File: src/shared/curve_regs.vh
// register map, reset values and constants of the three-point curve mapper
// assumes a 16-bit register port addressed by parameter number
`ifndef CURVE_MAP_REGS_VH
`define CURVE_MAP_REGS_VH

// register addresses
`define ADDR_POS_LO_X 16'h033F
`define ADDR_POS_LO_P 16'h0340
`define ADDR_POS_MID_X 16'h0341
`define ADDR_POS_MID_P 16'h0342
`define ADDR_POS_HI_X 16'h0343
`define ADDR_POS_HI_P 16'h0344
`define ADDR_NEG_NZ_X 16'h0345
`define ADDR_NEG_NZ_P 16'h0346
`define ADDR_NEG_MID_X 16'h0347
`define ADDR_NEG_MID_P 16'h0348
`define ADDR_NEG_FAR_X 16'h0349
`define ADDR_NEG_FAR_P 16'h034A
`define ADDR_SEC_LO_X 16'h0339
`define ADDR_SEC_LO_P 16'h033A
`define ADDR_SEC_MID_X 16'h033B
`define ADDR_SEC_MID_P 16'h033C
`define ADDR_SEC_HI_X 16'h033D
`define ADDR_SEC_HI_P 16'h033E
`define ADDR_CURVE_SEL 16'h0332
`define ADDR_RANGE_SEL 16'h031C
`define ADDR_MAX_FREQ 16'h0100
`define ADDR_FIRST_RESULT 16'h0400
`define ADDR_SECOND_RESULT 16'h0401
`define ADDR_STATUS 16'h0402

// storage indices
`define IDX_POS_LO_X 5'h00
`define IDX_POS_LO_P 5'h01
`define IDX_POS_MID_X 5'h02
`define IDX_POS_MID_P 5'h03
`define IDX_POS_HI_X 5'h04
`define IDX_POS_HI_P 5'h05
`define IDX_NEG_NZ_X 5'h06
`define IDX_NEG_NZ_P 5'h07
`define IDX_NEG_MID_X 5'h08
`define IDX_NEG_MID_P 5'h09
`define IDX_NEG_FAR_X 5'h0A
`define IDX_NEG_FAR_P 5'h0B
`define IDX_SEC_LO_X 5'h0C
`define IDX_SEC_LO_P 5'h0D
`define IDX_SEC_MID_X 5'h0E
`define IDX_SEC_MID_P 5'h0F
`define IDX_SEC_HI_X 5'h10
`define IDX_SEC_HI_P 5'h11
`define IDX_CURVE_SEL 5'h12
`define IDX_RANGE_SEL 5'h13
`define IDX_MAX_FREQ 5'h14
`define IDX_NONE 5'h1F
`define NUM_REGS 21

// reset values, hundredths of a volt, milliamp or percent
`define RST_POS_LO_X 16'h0000
`define RST_POS_LO_P 16'h0000
`define RST_POS_MID_X 16'h01F4
`define RST_POS_MID_P 16'h1388
`define RST_POS_HI_X 16'h03E8
`define RST_POS_HI_P 16'h2710
`define RST_NEG_NZ_X 16'h0000
`define RST_NEG_NZ_P 16'h0000
`define RST_NEG_MID_X 16'hFE0C
`define RST_NEG_MID_P 16'hEC78
`define RST_NEG_FAR_X 16'hFC18
`define RST_NEG_FAR_P 16'hD8F0
`define RST_SEC_LO_X 16'h0190
`define RST_SEC_LO_P 16'h0000
`define RST_SEC_MID_X 16'h04B0
`define RST_SEC_MID_P 16'h1388
`define RST_SEC_HI_X 16'h07D0
`define RST_SEC_HI_P 16'h2710
`define RST_CURVE_SEL 16'h0000
`define RST_RANGE_SEL 16'h0000
`define RST_MAX_FREQ 16'h1770

// mode encodings
`define CURVE_NORMAL  2'h0
`define CURVE_FIRST   2'h1
`define CURVE_SECOND  2'h2
`define CURVE_BOTH    2'h3
`define RANGE_BIPOLAR 16'h0003

// arithmetic
`define PCT_FULL_SCALE 17'h02710
`define DIV_STEPS      6'h20

`endif

File: src/rtl/curve_map.v
// three-point curve mapper: analog samples to signed frequency commands
// assumes samples arrive on CLK from the sampling converter, one-cycle valids
// How it works
// - the three positive input points are unsigned 16-bit hundredths of a volt.
// - every percent point is a signed 16-bit value in hundredths of a percent.
// - a positive percent scales to max frequency and commands forward rotation.
// - output is interpolated between adjacent points whatever the percent points are.
// - a positive sample below the lowest point gives zero percent.
// - a sample equal to the lowest point gives zero, just above it the low percent.
// - the negative points are signed and used only in the bipolar range mode.
// - a negative percent scales to max frequency and commands reverse rotation.
// - negative percent points are free and interpolated linearly.
// - a negative sample from zero down to the near-zero point gives zero percent.
// - there is no hysteresis at the cut-off point.
// - the second input gives zero at or below its lowest point, then its low percent.
// - the curve select picks normal, first, second or both curves.
// - range select three enables the negative half of the first input curve.
//
// Strobed register access is this design's own decision.
module curve_map (
    input wire CLK,
    input wire SYS_RST,
    input wire [15:0] ADDR,
    input wire [15:0] WDATA,
    input wire WR,
    input wire RD,
    output reg [15:0] RDATA,
    input wire [15:0] FIRST_SAMPLE,
    input wire FIRST_VALID,
    input wire [15:0] SECOND_SAMPLE,
    input wire SECOND_VALID,
    output reg [15:0] FIRST_PERCENT,
    output reg [15:0] FIRST_FREQ,
    output reg FIRST_REVERSE,
    output reg FIRST_DONE,
    output reg FIRST_CURVE_ON,
    output reg [15:0] SECOND_PERCENT,
    output reg [15:0] SECOND_FREQ,
    output reg SECOND_REVERSE,
    output reg SECOND_DONE,
    output reg SECOND_CURVE_ON,
    output wire BUSY
);
`include "curve_regs.vh"

localparam ST_IDLE = 3'h0;
localparam ST_PICK = 3'h1;
localparam ST_DIV1 = 3'h2;
localparam ST_SCALE = 3'h3;
localparam ST_DIV2 = 3'h4;
localparam ST_FINISH = 3'h5;

////////////////////////////////////////////////////////////////////////////////
// register file

// address to storage index, IDX_NONE where nothing is mapped
function [4:0] decode;
    input [15:0] a;
    begin
        case (a)
            `ADDR_POS_LO_X: decode = `IDX_POS_LO_X;
            `ADDR_POS_LO_P: decode = `IDX_POS_LO_P;
            `ADDR_POS_MID_X: decode = `IDX_POS_MID_X;
            `ADDR_POS_MID_P: decode = `IDX_POS_MID_P;
            `ADDR_POS_HI_X: decode = `IDX_POS_HI_X;
            `ADDR_POS_HI_P: decode = `IDX_POS_HI_P;
            `ADDR_NEG_NZ_X: decode = `IDX_NEG_NZ_X;
            `ADDR_NEG_NZ_P: decode = `IDX_NEG_NZ_P;
            `ADDR_NEG_MID_X: decode = `IDX_NEG_MID_X;
            `ADDR_NEG_MID_P: decode = `IDX_NEG_MID_P;
            `ADDR_NEG_FAR_X: decode = `IDX_NEG_FAR_X;
            `ADDR_NEG_FAR_P: decode = `IDX_NEG_FAR_P;
            `ADDR_SEC_LO_X: decode = `IDX_SEC_LO_X;
            `ADDR_SEC_LO_P: decode = `IDX_SEC_LO_P;
            `ADDR_SEC_MID_X: decode = `IDX_SEC_MID_X;
            `ADDR_SEC_MID_P: decode = `IDX_SEC_MID_P;
            `ADDR_SEC_HI_X: decode = `IDX_SEC_HI_X;
            `ADDR_SEC_HI_P: decode = `IDX_SEC_HI_P;
            `ADDR_CURVE_SEL: decode = `IDX_CURVE_SEL;
            `ADDR_RANGE_SEL: decode = `IDX_RANGE_SEL;
            `ADDR_MAX_FREQ: decode = `IDX_MAX_FREQ;
            default: decode = `IDX_NONE;
        endcase
    end
endfunction

function [15:0] reset_value;
    input [4:0] i;
    begin
        case (i)
            `IDX_POS_LO_X: reset_value = `RST_POS_LO_X;
            `IDX_POS_LO_P: reset_value = `RST_POS_LO_P;
            `IDX_POS_MID_X: reset_value = `RST_POS_MID_X;
            `IDX_POS_MID_P: reset_value = `RST_POS_MID_P;
            `IDX_POS_HI_X: reset_value = `RST_POS_HI_X;
            `IDX_POS_HI_P: reset_value = `RST_POS_HI_P;
            `IDX_NEG_NZ_X: reset_value = `RST_NEG_NZ_X;
            `IDX_NEG_NZ_P: reset_value = `RST_NEG_NZ_P;
            `IDX_NEG_MID_X: reset_value = `RST_NEG_MID_X;
            `IDX_NEG_MID_P: reset_value = `RST_NEG_MID_P;
            `IDX_NEG_FAR_X: reset_value = `RST_NEG_FAR_X;
            `IDX_NEG_FAR_P: reset_value = `RST_NEG_FAR_P;
            `IDX_SEC_LO_X: reset_value = `RST_SEC_LO_X;
            `IDX_SEC_LO_P: reset_value = `RST_SEC_LO_P;
            `IDX_SEC_MID_X: reset_value = `RST_SEC_MID_X;
            `IDX_SEC_MID_P: reset_value = `RST_SEC_MID_P;
            `IDX_SEC_HI_X: reset_value = `RST_SEC_HI_X;
            `IDX_SEC_HI_P: reset_value = `RST_SEC_HI_P;
            `IDX_CURVE_SEL: reset_value = `RST_CURVE_SEL;
            `IDX_RANGE_SEL: reset_value = `RST_RANGE_SEL;
            default: reset_value = `RST_MAX_FREQ;
        endcase
    end
endfunction

// magnitude of a 17-bit two's complement value
function [16:0] mag17;
    input [16:0] v;
    begin
        mag17 = v[16] ? (~v + 17'h00001) : v;
    end
endfunction

function [16:0] sx;
    input [15:0] v;
    begin
        sx = {v[15], v};
    end
endfunction

reg [15:0] regs_q [0:`NUM_REGS-1];
wire [4:0] hit = decode(ADDR);
wire mapped = hit != `IDX_NONE;

genvar gi;
generate
    for (gi = 0; gi < `NUM_REGS; gi = gi + 1) begin : g_reg
        localparam [4:0] IDX = gi;
        always @(posedge CLK) begin
            if (SYS_RST) begin
                regs_q[gi] <= reset_value(IDX);
            end else if (WR && mapped && hit == IDX) begin
                regs_q[gi] <= WDATA;
            end
        end
    end
endgenerate

reg [2:0] state_q;

always @(posedge CLK) begin
    if (SYS_RST) begin
        RDATA <= 16'h0000;
    end else if (RD) begin
        if (mapped) begin
            RDATA <= regs_q[hit];
        end else if (ADDR == `ADDR_FIRST_RESULT) begin
            RDATA <= FIRST_PERCENT;
        end else if (ADDR == `ADDR_SECOND_RESULT) begin
            RDATA <= SECOND_PERCENT;
        end else if (ADDR == `ADDR_STATUS) begin
            RDATA <= {12'h000, SECOND_REVERSE, FIRST_REVERSE, SECOND_CURVE_ON, BUSY};
        end else begin
            RDATA <= 16'h0000;
        end
    end else begin
        RDATA <= 16'h0000;
    end
end

////////////////////////////////////////////////////////////////////////////////
// mode decode

wire [1:0] curve_sel = regs_q[`IDX_CURVE_SEL][1:0];
wire first_on = (curve_sel == `CURVE_FIRST) || (curve_sel == `CURVE_BOTH);
wire second_on = (curve_sel == `CURVE_SECOND) || (curve_sel == `CURVE_BOTH);
wire bipolar = regs_q[`IDX_RANGE_SEL] == `RANGE_BIPOLAR;

////////////////////////////////////////////////////////////////////////////////
// sample capture; a new sample outranks the take in the same cycle

reg [15:0] s1_q;
reg [15:0] s2_q;
reg pend1_q;
reg pend2_q;
reg src_q;
reg [16:0] x_q;
wire take1 = (state_q == ST_IDLE) && pend1_q;
wire take2 = (state_q == ST_IDLE) && !pend1_q && pend2_q;

always @(posedge CLK) begin
    if (SYS_RST) begin
        s1_q <= 16'h0000;
        s2_q <= 16'h0000;
        pend1_q <= 1'b0;
        pend2_q <= 1'b0;
    end else begin
        if (FIRST_VALID) begin
            s1_q <= FIRST_SAMPLE;
        end
        if (SECOND_VALID) begin
            s2_q <= SECOND_SAMPLE;
        end
        pend1_q <= FIRST_VALID | (pend1_q & ~take1);
        pend2_q <= SECOND_VALID | (pend2_q & ~take2);
    end
end

////////////////////////////////////////////////////////////////////////////////
// segment pick; no hysteresis, each sample is judged on its own

reg cut;
reg hold;
reg [16:0] x0;
reg [16:0] x1;
reg [16:0] p0;
reg [16:0] p1;

wire [16:0] plx = {1'b0, regs_q[`IDX_POS_LO_X]};
wire [16:0] pmx = {1'b0, regs_q[`IDX_POS_MID_X]};
wire [16:0] phx = {1'b0, regs_q[`IDX_POS_HI_X]};
wire [16:0] nzx = sx(regs_q[`IDX_NEG_NZ_X]);
wire [16:0] nmx = sx(regs_q[`IDX_NEG_MID_X]);
wire [16:0] nfx = sx(regs_q[`IDX_NEG_FAR_X]);
wire [16:0] slx = {1'b0, regs_q[`IDX_SEC_LO_X]};
wire [16:0] smx = {1'b0, regs_q[`IDX_SEC_MID_X]};
wire [16:0] shx = {1'b0, regs_q[`IDX_SEC_HI_X]};
wire [16:0] plp = sx(regs_q[`IDX_POS_LO_P]);
wire [16:0] pmp = sx(regs_q[`IDX_POS_MID_P]);
wire [16:0] php = sx(regs_q[`IDX_POS_HI_P]);
wire [16:0] nzp = sx(regs_q[`IDX_NEG_NZ_P]);
wire [16:0] nmp = sx(regs_q[`IDX_NEG_MID_P]);
wire [16:0] nfp = sx(regs_q[`IDX_NEG_FAR_P]);
wire [16:0] slp = sx(regs_q[`IDX_SEC_LO_P]);
wire [16:0] smp = sx(regs_q[`IDX_SEC_MID_P]);
wire [16:0] shp = sx(regs_q[`IDX_SEC_HI_P]);

// the rising order of the input points is trusted, not checked
always @* begin
    cut = 1'b0;
    hold = 1'b0;
    x0 = plx;
    x1 = pmx;
    p0 = plp;
    p1 = pmp;
    if (src_q) begin
        x0 = slx;
        x1 = smx;
        p0 = slp;
        p1 = smp;
        if (!second_on || $signed(x_q) <= $signed(slx)) begin
            cut = 1'b1;
        end else if ($signed(x_q) > $signed(shx)) begin
            hold = 1'b1;
            p0 = shp;
        end else if ($signed(x_q) > $signed(smx)) begin
            x0 = smx;
            x1 = shx;
            p0 = smp;
            p1 = shp;
        end
    end else if (!x_q[16]) begin
        if (!first_on || $signed(x_q) <= $signed(plx)) begin
            cut = 1'b1;
        end else if ($signed(x_q) > $signed(phx)) begin
            hold = 1'b1;
            p0 = php;
        end else if ($signed(x_q) > $signed(pmx)) begin
            x0 = pmx;
            x1 = phx;
            p0 = pmp;
            p1 = php;
        end
    end else begin
        x0 = nzx;
        x1 = nmx;
        p0 = nzp;
        p1 = nmp;
        if (!first_on || !bipolar || $signed(x_q) >= $signed(nzx)) begin
            cut = 1'b1;
        end else if ($signed(x_q) < $signed(nfx)) begin
            hold = 1'b1;
            p0 = nfp;
        end else if ($signed(x_q) < $signed(nmx)) begin
            x0 = nmx;
            x1 = nfx;
            p0 = nmp;
            p1 = nfp;
        end
    end
end

wire [16:0] dx_in = mag17(x_q - x0);
wire [16:0] dx_seg = mag17(x1 - x0);
wire [16:0] dp = p1 - p0;
wire [16:0] dp_mag = mag17(dp);
wire [33:0] seg_prod = dx_in * dp_mag;

////////////////////////////////////////////////////////////////////////////////
// sequencer: interpolate, then scale to max frequency, sharing one divider

reg [16:0] base_q;
reg down_q;
reg [15:0] pct_q;
reg [15:0] freq_q;
reg div_start_q;
reg [31:0] div_num_q;
reg [16:0] div_den_q;
wire [31:0] div_quot;
wire div_done;
// percent magnitude fits 16 bits; the spare top bit is dropped on purpose
wire [16:0] pct_abs = mag17(sx(pct_q));
wire [15:0] pct_mag = pct_abs[15:0];
wire [31:0] scale_prod = pct_mag * regs_q[`IDX_MAX_FREQ];
wire [17:0] interp_sum = down_q ? ({base_q[16], base_q} - {1'b0, div_quot[16:0]})
                                : ({base_q[16], base_q} + {1'b0, div_quot[16:0]});

curve_divider u_div (
    .clk(CLK),
    .rst(SYS_RST),
    .start(div_start_q),
    .dividend(div_num_q),
    .divisor(div_den_q),
    .quotient(div_quot),
    .done(div_done)
);

assign BUSY = (state_q != ST_IDLE) || pend1_q || pend2_q;

always @(posedge CLK) begin
    if (SYS_RST) begin
        state_q <= ST_IDLE;
        src_q <= 1'b0;
        x_q <= 17'h00000;
        base_q <= 17'h00000;
        down_q <= 1'b0;
        pct_q <= 16'h0000;
        freq_q <= 16'h0000;
        div_start_q <= 1'b0;
        div_num_q <= 32'h00000000;
        div_den_q <= 17'h00001;
        FIRST_PERCENT <= 16'h0000;
        FIRST_FREQ <= 16'h0000;
        FIRST_REVERSE <= 1'b0;
        FIRST_DONE <= 1'b0;
        FIRST_CURVE_ON <= 1'b0;
        SECOND_PERCENT <= 16'h0000;
        SECOND_FREQ <= 16'h0000;
        SECOND_REVERSE <= 1'b0;
        SECOND_DONE <= 1'b0;
        SECOND_CURVE_ON <= 1'b0;
    end else begin
        div_start_q <= 1'b0;
        FIRST_DONE <= 1'b0;
        SECOND_DONE <= 1'b0;
        FIRST_CURVE_ON <= first_on;
        SECOND_CURVE_ON <= second_on;
        case (state_q)
            ST_IDLE: begin
                if (take1) begin
                    src_q <= 1'b0;
                    x_q <= sx(s1_q);
                    state_q <= ST_PICK;
                end else if (take2) begin
                    src_q <= 1'b1;
                    x_q <= {1'b0, s2_q};
                    state_q <= ST_PICK;
                end
            end
            ST_PICK: begin
                if (cut) begin
                    pct_q <= 16'h0000;
                    state_q <= ST_SCALE;
                end else if (hold || dx_seg == 17'h00000) begin
                    // a zero-width segment would divide by zero
                    pct_q <= p0[15:0];
                    state_q <= ST_SCALE;
                end else begin
                    base_q <= p0;
                    down_q <= dp[16];
                    div_num_q <= seg_prod[31:0];
                    div_den_q <= dx_seg;
                    div_start_q <= 1'b1;
                    state_q <= ST_DIV1;
                end
            end
            ST_DIV1: begin
                if (div_done) begin
                    pct_q <= interp_sum[15:0];
                    state_q <= ST_SCALE;
                end
            end
            ST_SCALE: begin
                div_num_q <= scale_prod;
                div_den_q <= `PCT_FULL_SCALE;
                div_start_q <= 1'b1;
                state_q <= ST_DIV2;
            end
            ST_DIV2: begin
                if (div_done) begin
                    freq_q <= div_quot[15:0];
                    state_q <= ST_FINISH;
                end
            end
            ST_FINISH: begin
                // sign of the percent gives the direction
                if (src_q) begin
                    SECOND_PERCENT <= pct_q;
                    SECOND_FREQ <= freq_q;
                    SECOND_REVERSE <= pct_q[15];
                    SECOND_DONE <= 1'b1;
                end else begin
                    FIRST_PERCENT <= pct_q;
                    FIRST_FREQ <= freq_q;
                    FIRST_REVERSE <= pct_q[15];
                    FIRST_DONE <= 1'b1;
                end
                state_q <= ST_IDLE;
            end
            default: begin
                state_q <= ST_IDLE;
            end
        endcase
    end
end

endmodule

File: src/rtl/curve_divider.v
// unsigned restoring divider, one quotient bit per clock
// assumes the caller holds off a new start until done has pulsed
module curve_divider (
    input wire clk,
    input wire rst,
    input wire start,
    input wire [31:0] dividend,
    input wire [16:0] divisor,
    output reg [31:0] quotient,
    output reg done
);
`include "curve_regs.vh"

reg [31:0] num_q;
reg [16:0] den_q;
reg [17:0] rem_q;
reg [5:0] cnt_q;
reg run_q;
wire [17:0] rem_shift = {rem_q[16:0], num_q[31]};
wire fits = rem_shift >= {1'b0, den_q};
wire [17:0] rem_sub = rem_shift - {1'b0, den_q};

////////////////////////////////////////////////////////////////////////////////
always @(posedge clk) begin
    if (rst) begin
        num_q <= 32'h00000000;
        den_q <= 17'h00000;
        rem_q <= 18'h00000;
        cnt_q <= 6'h00;
        run_q <= 1'b0;
        quotient <= 32'h00000000;
        done <= 1'b0;
    end else begin
        done <= 1'b0;
        if (start) begin
            num_q <= dividend;
            den_q <= divisor;
            rem_q <= 18'h00000;
            cnt_q <= `DIV_STEPS;
            run_q <= 1'b1;
        end else if (run_q) begin
            // quotient bits shift into the vacated low end of the dividend
            num_q <= {num_q[30:0], fits};
            rem_q <= fits ? rem_sub : rem_shift;
            cnt_q <= cnt_q - 6'h01;
            if (cnt_q == 6'h01) begin
                run_q <= 1'b0;
                done <= 1'b1;
                quotient <= {num_q[30:0], fits};
            end
        end
    end
end

endmodule

File: config.mk
export PLATFORM = sky130hd
export DESIGN_NAME = curve_map
export DESIGN_NICKNAME = d
export VERILOG_FILES = /design/src/rtl/curve_map.v /design/src/rtl/curve_divider.v
export VERILOG_INCLUDE_DIRS = /design/src /design/src/shared
export SDC_FILE = /design/constraint.sdc
export NUM_CORES = 2
export LEC_CHECK = 0
export BUFFER_PORTS_ARGS = -buffer_cell sky130_fd_sc_hd__buf_2
export CORE_MARGIN = 1
export CORE_UTILIZATION = 30
export DETAILED_ROUTE_END_ITERATION = 6
export PLACE_DENSITY = 0.48
export SETUP_SLACK_MARGIN = 0.15
export SLEW_MARGIN = 20
export SYNTH_ARGS = -nofsm -noshare
export SYNTH_HDL_FRONTEND = slang
export SYNTH_HIERARCHICAL = 1
export SYNTH_SLANG_ARGS = --single-unit
File: constraint.sdc
create_clock -name CLK -period 23 [get_ports CLK]
set_input_delay 2.3 -clock CLK [delete_from_list [all_inputs] [get_ports CLK]]
set_output_delay 2.3 -clock CLK [all_outputs]
set_load 0.02 [all_outputs]
==> qor.txt <==
Fmax achieved = 68.50 MHz
PostCTS Resize Cnt = 0
drt pass-1 iters = 6
mean post-synth cell area = 8.564 um^2
CTS tree = built
Layout Cells excl Fill = 9,673
worst path arrival time = 15.17 ns
CP dominant cell by count = fa_1
r2r setup slk = 8.40 ns
final WL = 235.6 mm
DRC Markers = 0
FF/Latch Area = 16,670 um^2
die width = 449.4 um
largest net degree at the start of global routing = 101
outcome = completed
drt wl/cell = 24.35 um
Max clock buf depth = 3
Final Hold Viols = 0
Port Buffers = 156
Area growth syn-to-layout = 10.97%
Chip Height = 449.4 um
initial core utilization = 0.3032
worst stage delay on the critical path = 0.83 ns
hpwl dp = 178.1 mm
area of the multi-input gates = 39,000 um^2
Fillers = 20,598
first-pass GRT wire length = 344.1 mm
Worst-Margin Slew = 1.299 ns
total CTS buffers = 85
max cap viols = 0
Die ar. = 201,900 um^2
later-pin clock latency in the skew report = 0.75 ns
Clock Skew = 0.05536 ns
Boundary Pins = 157
min-delay worst type = flop to flop
Setup CP Type = flop to flop
final slew viol count = 0
number of global-route vias before repair = 50,154
yosys warns = 6
Startpoint Class = flop
min cycle time layout = 14.60 ns
placed insts = 9,513
endpoints failing setup = 0
DR iter-0 viols = 4,334
initial antenna violation count = 14
core area = 198,000 um^2
vias per inst = 5.267
crit end category = flop
RSZ-0062 raised after global routing = no
H-Tree Depth = 3
DRT antenna net count = 0
worst path bufs/invs = 9
Num Clock Sinks = 664
gp weighted congestion = 0.9509
Clock Tree Root = clkbuf_16
grt ovf = 0
Top delay family on crit path = compound AO/OA/AOI/OAI gates
crit share post-route = 0.6347
synthesized cell area = 60,040 um^2
Post-CTS Setup Repair Bufs = 0
Post-layout nets = 7,885
share of cells above drive strength 1 = 0.07611
cts hold-fix bufs = 0
Rows = 163
Final Util = 0.3365
net count after synthesis = 7,936
Required @ worst endpoint = 23.57 ns
Mapped Cells = 7,011
clock slew at reported path FFs = 0.06 ns
gr usage total = 0.2286
via count = 50,952
TNS Setup = 0 ns
Worst Path Max Fanout = 31
Max transition margin = 0.1247
Worst path slowest cell = and3_1
[area by class of cell]
cell class | count | area share
diodes | 4 | 0.0001502
multi-input cells | 5145 | 0.5853
repair buffers | 294 | 0.02761
inverters | 770 | 0.04338
clock inverters | 41 | 0.007643
clock buffers | 115 | 0.03609
well taps | 2640 | 0.04958
flip-flops and latches | 664 | 0.2502
[routing by layer]
layer  part of all wire  GRT usage
met3              0.051    0.02520
met2               0.47     0.3777
met4              0.041    0.08740
met5                  0          0
met1               0.44     0.3049
[flip-flops by register name, summed over array words and instances, names as in the netlist, 17 cells and up]
name         flops
div_den_q       17
div_num_q       32
regs_q         336
u_div/den_q     17
u_div/num_q     32
u_div/rem_q     17
x_q             17
[stage by stage]
stage | hold slack, ns | instance area [um^2] | setup slack [ns]
5_1_grt | 0.4736 | 66620 | 7.630
2_1_floorplan | 0.4454 | 60040 | 10.93
3_3_place_gp | 0.4455 | 63630 | 8.736
6_report | 0.4486 | 66630 | 8.402
4_1_cts | 0.4542 | 66580 | 8.488
3_5_place_dp | 0.4471 | 63660 | 8.503
[placed cells by master (no fill, tap or decap), types with 15 or more instances in the layout]
cell type	instances
edfxtp_1	336
o221ai_1	23
nor2_1	485
a21oi_1	427
nor3_1	85
dfxtp_1	324
nor4_1	24
nor2b_1	56
buf_2	155
and2_1	414
nand2b_1	101
or4_1	15
a21o_1	64
o21ai_0	306
o211ai_1	54
or3_1	51
a311oi_1	21
o21bai_1	16
fa_1	422
o31a_1	17
a22oi_1	27
o21ai_1	24
xnor2_1	132
a31oi_1	53
and3_1	60
a211oi_1	131
ha_1	433
nand2_1	908
o21a_1	34
o211a_1	18
o22ai_1	48
buf_4	137
nand4_1	43
inv_1	769
clkbuf_1	15
clkbuf_16	88
xor2_1	58
nand3_1	92
mux2i_1	215
a311o_1	16
[worst paths after layout]
path / from / to / cells past startpoint
worst max-delay path: x_q[14] / div_num_q[31] / 51
worst min-delay path: freq_q[1] / SECOND_FREQ[1] / 2
worst max register to register: x_q[14] / div_num_q[31] / 51
worst min register to register: freq_q[1] / SECOND_FREQ[1] / 2
[worst min-delay path: stages (launching register included)]
cell     delay [ns]
dfxtp_1        0.33
nand2_1        0.06
a21oi_1        0.05
Power is left out: the tool's default activity adds up to more than one toggle a clock period on the data nets, which glitch-free logic cannot reach.
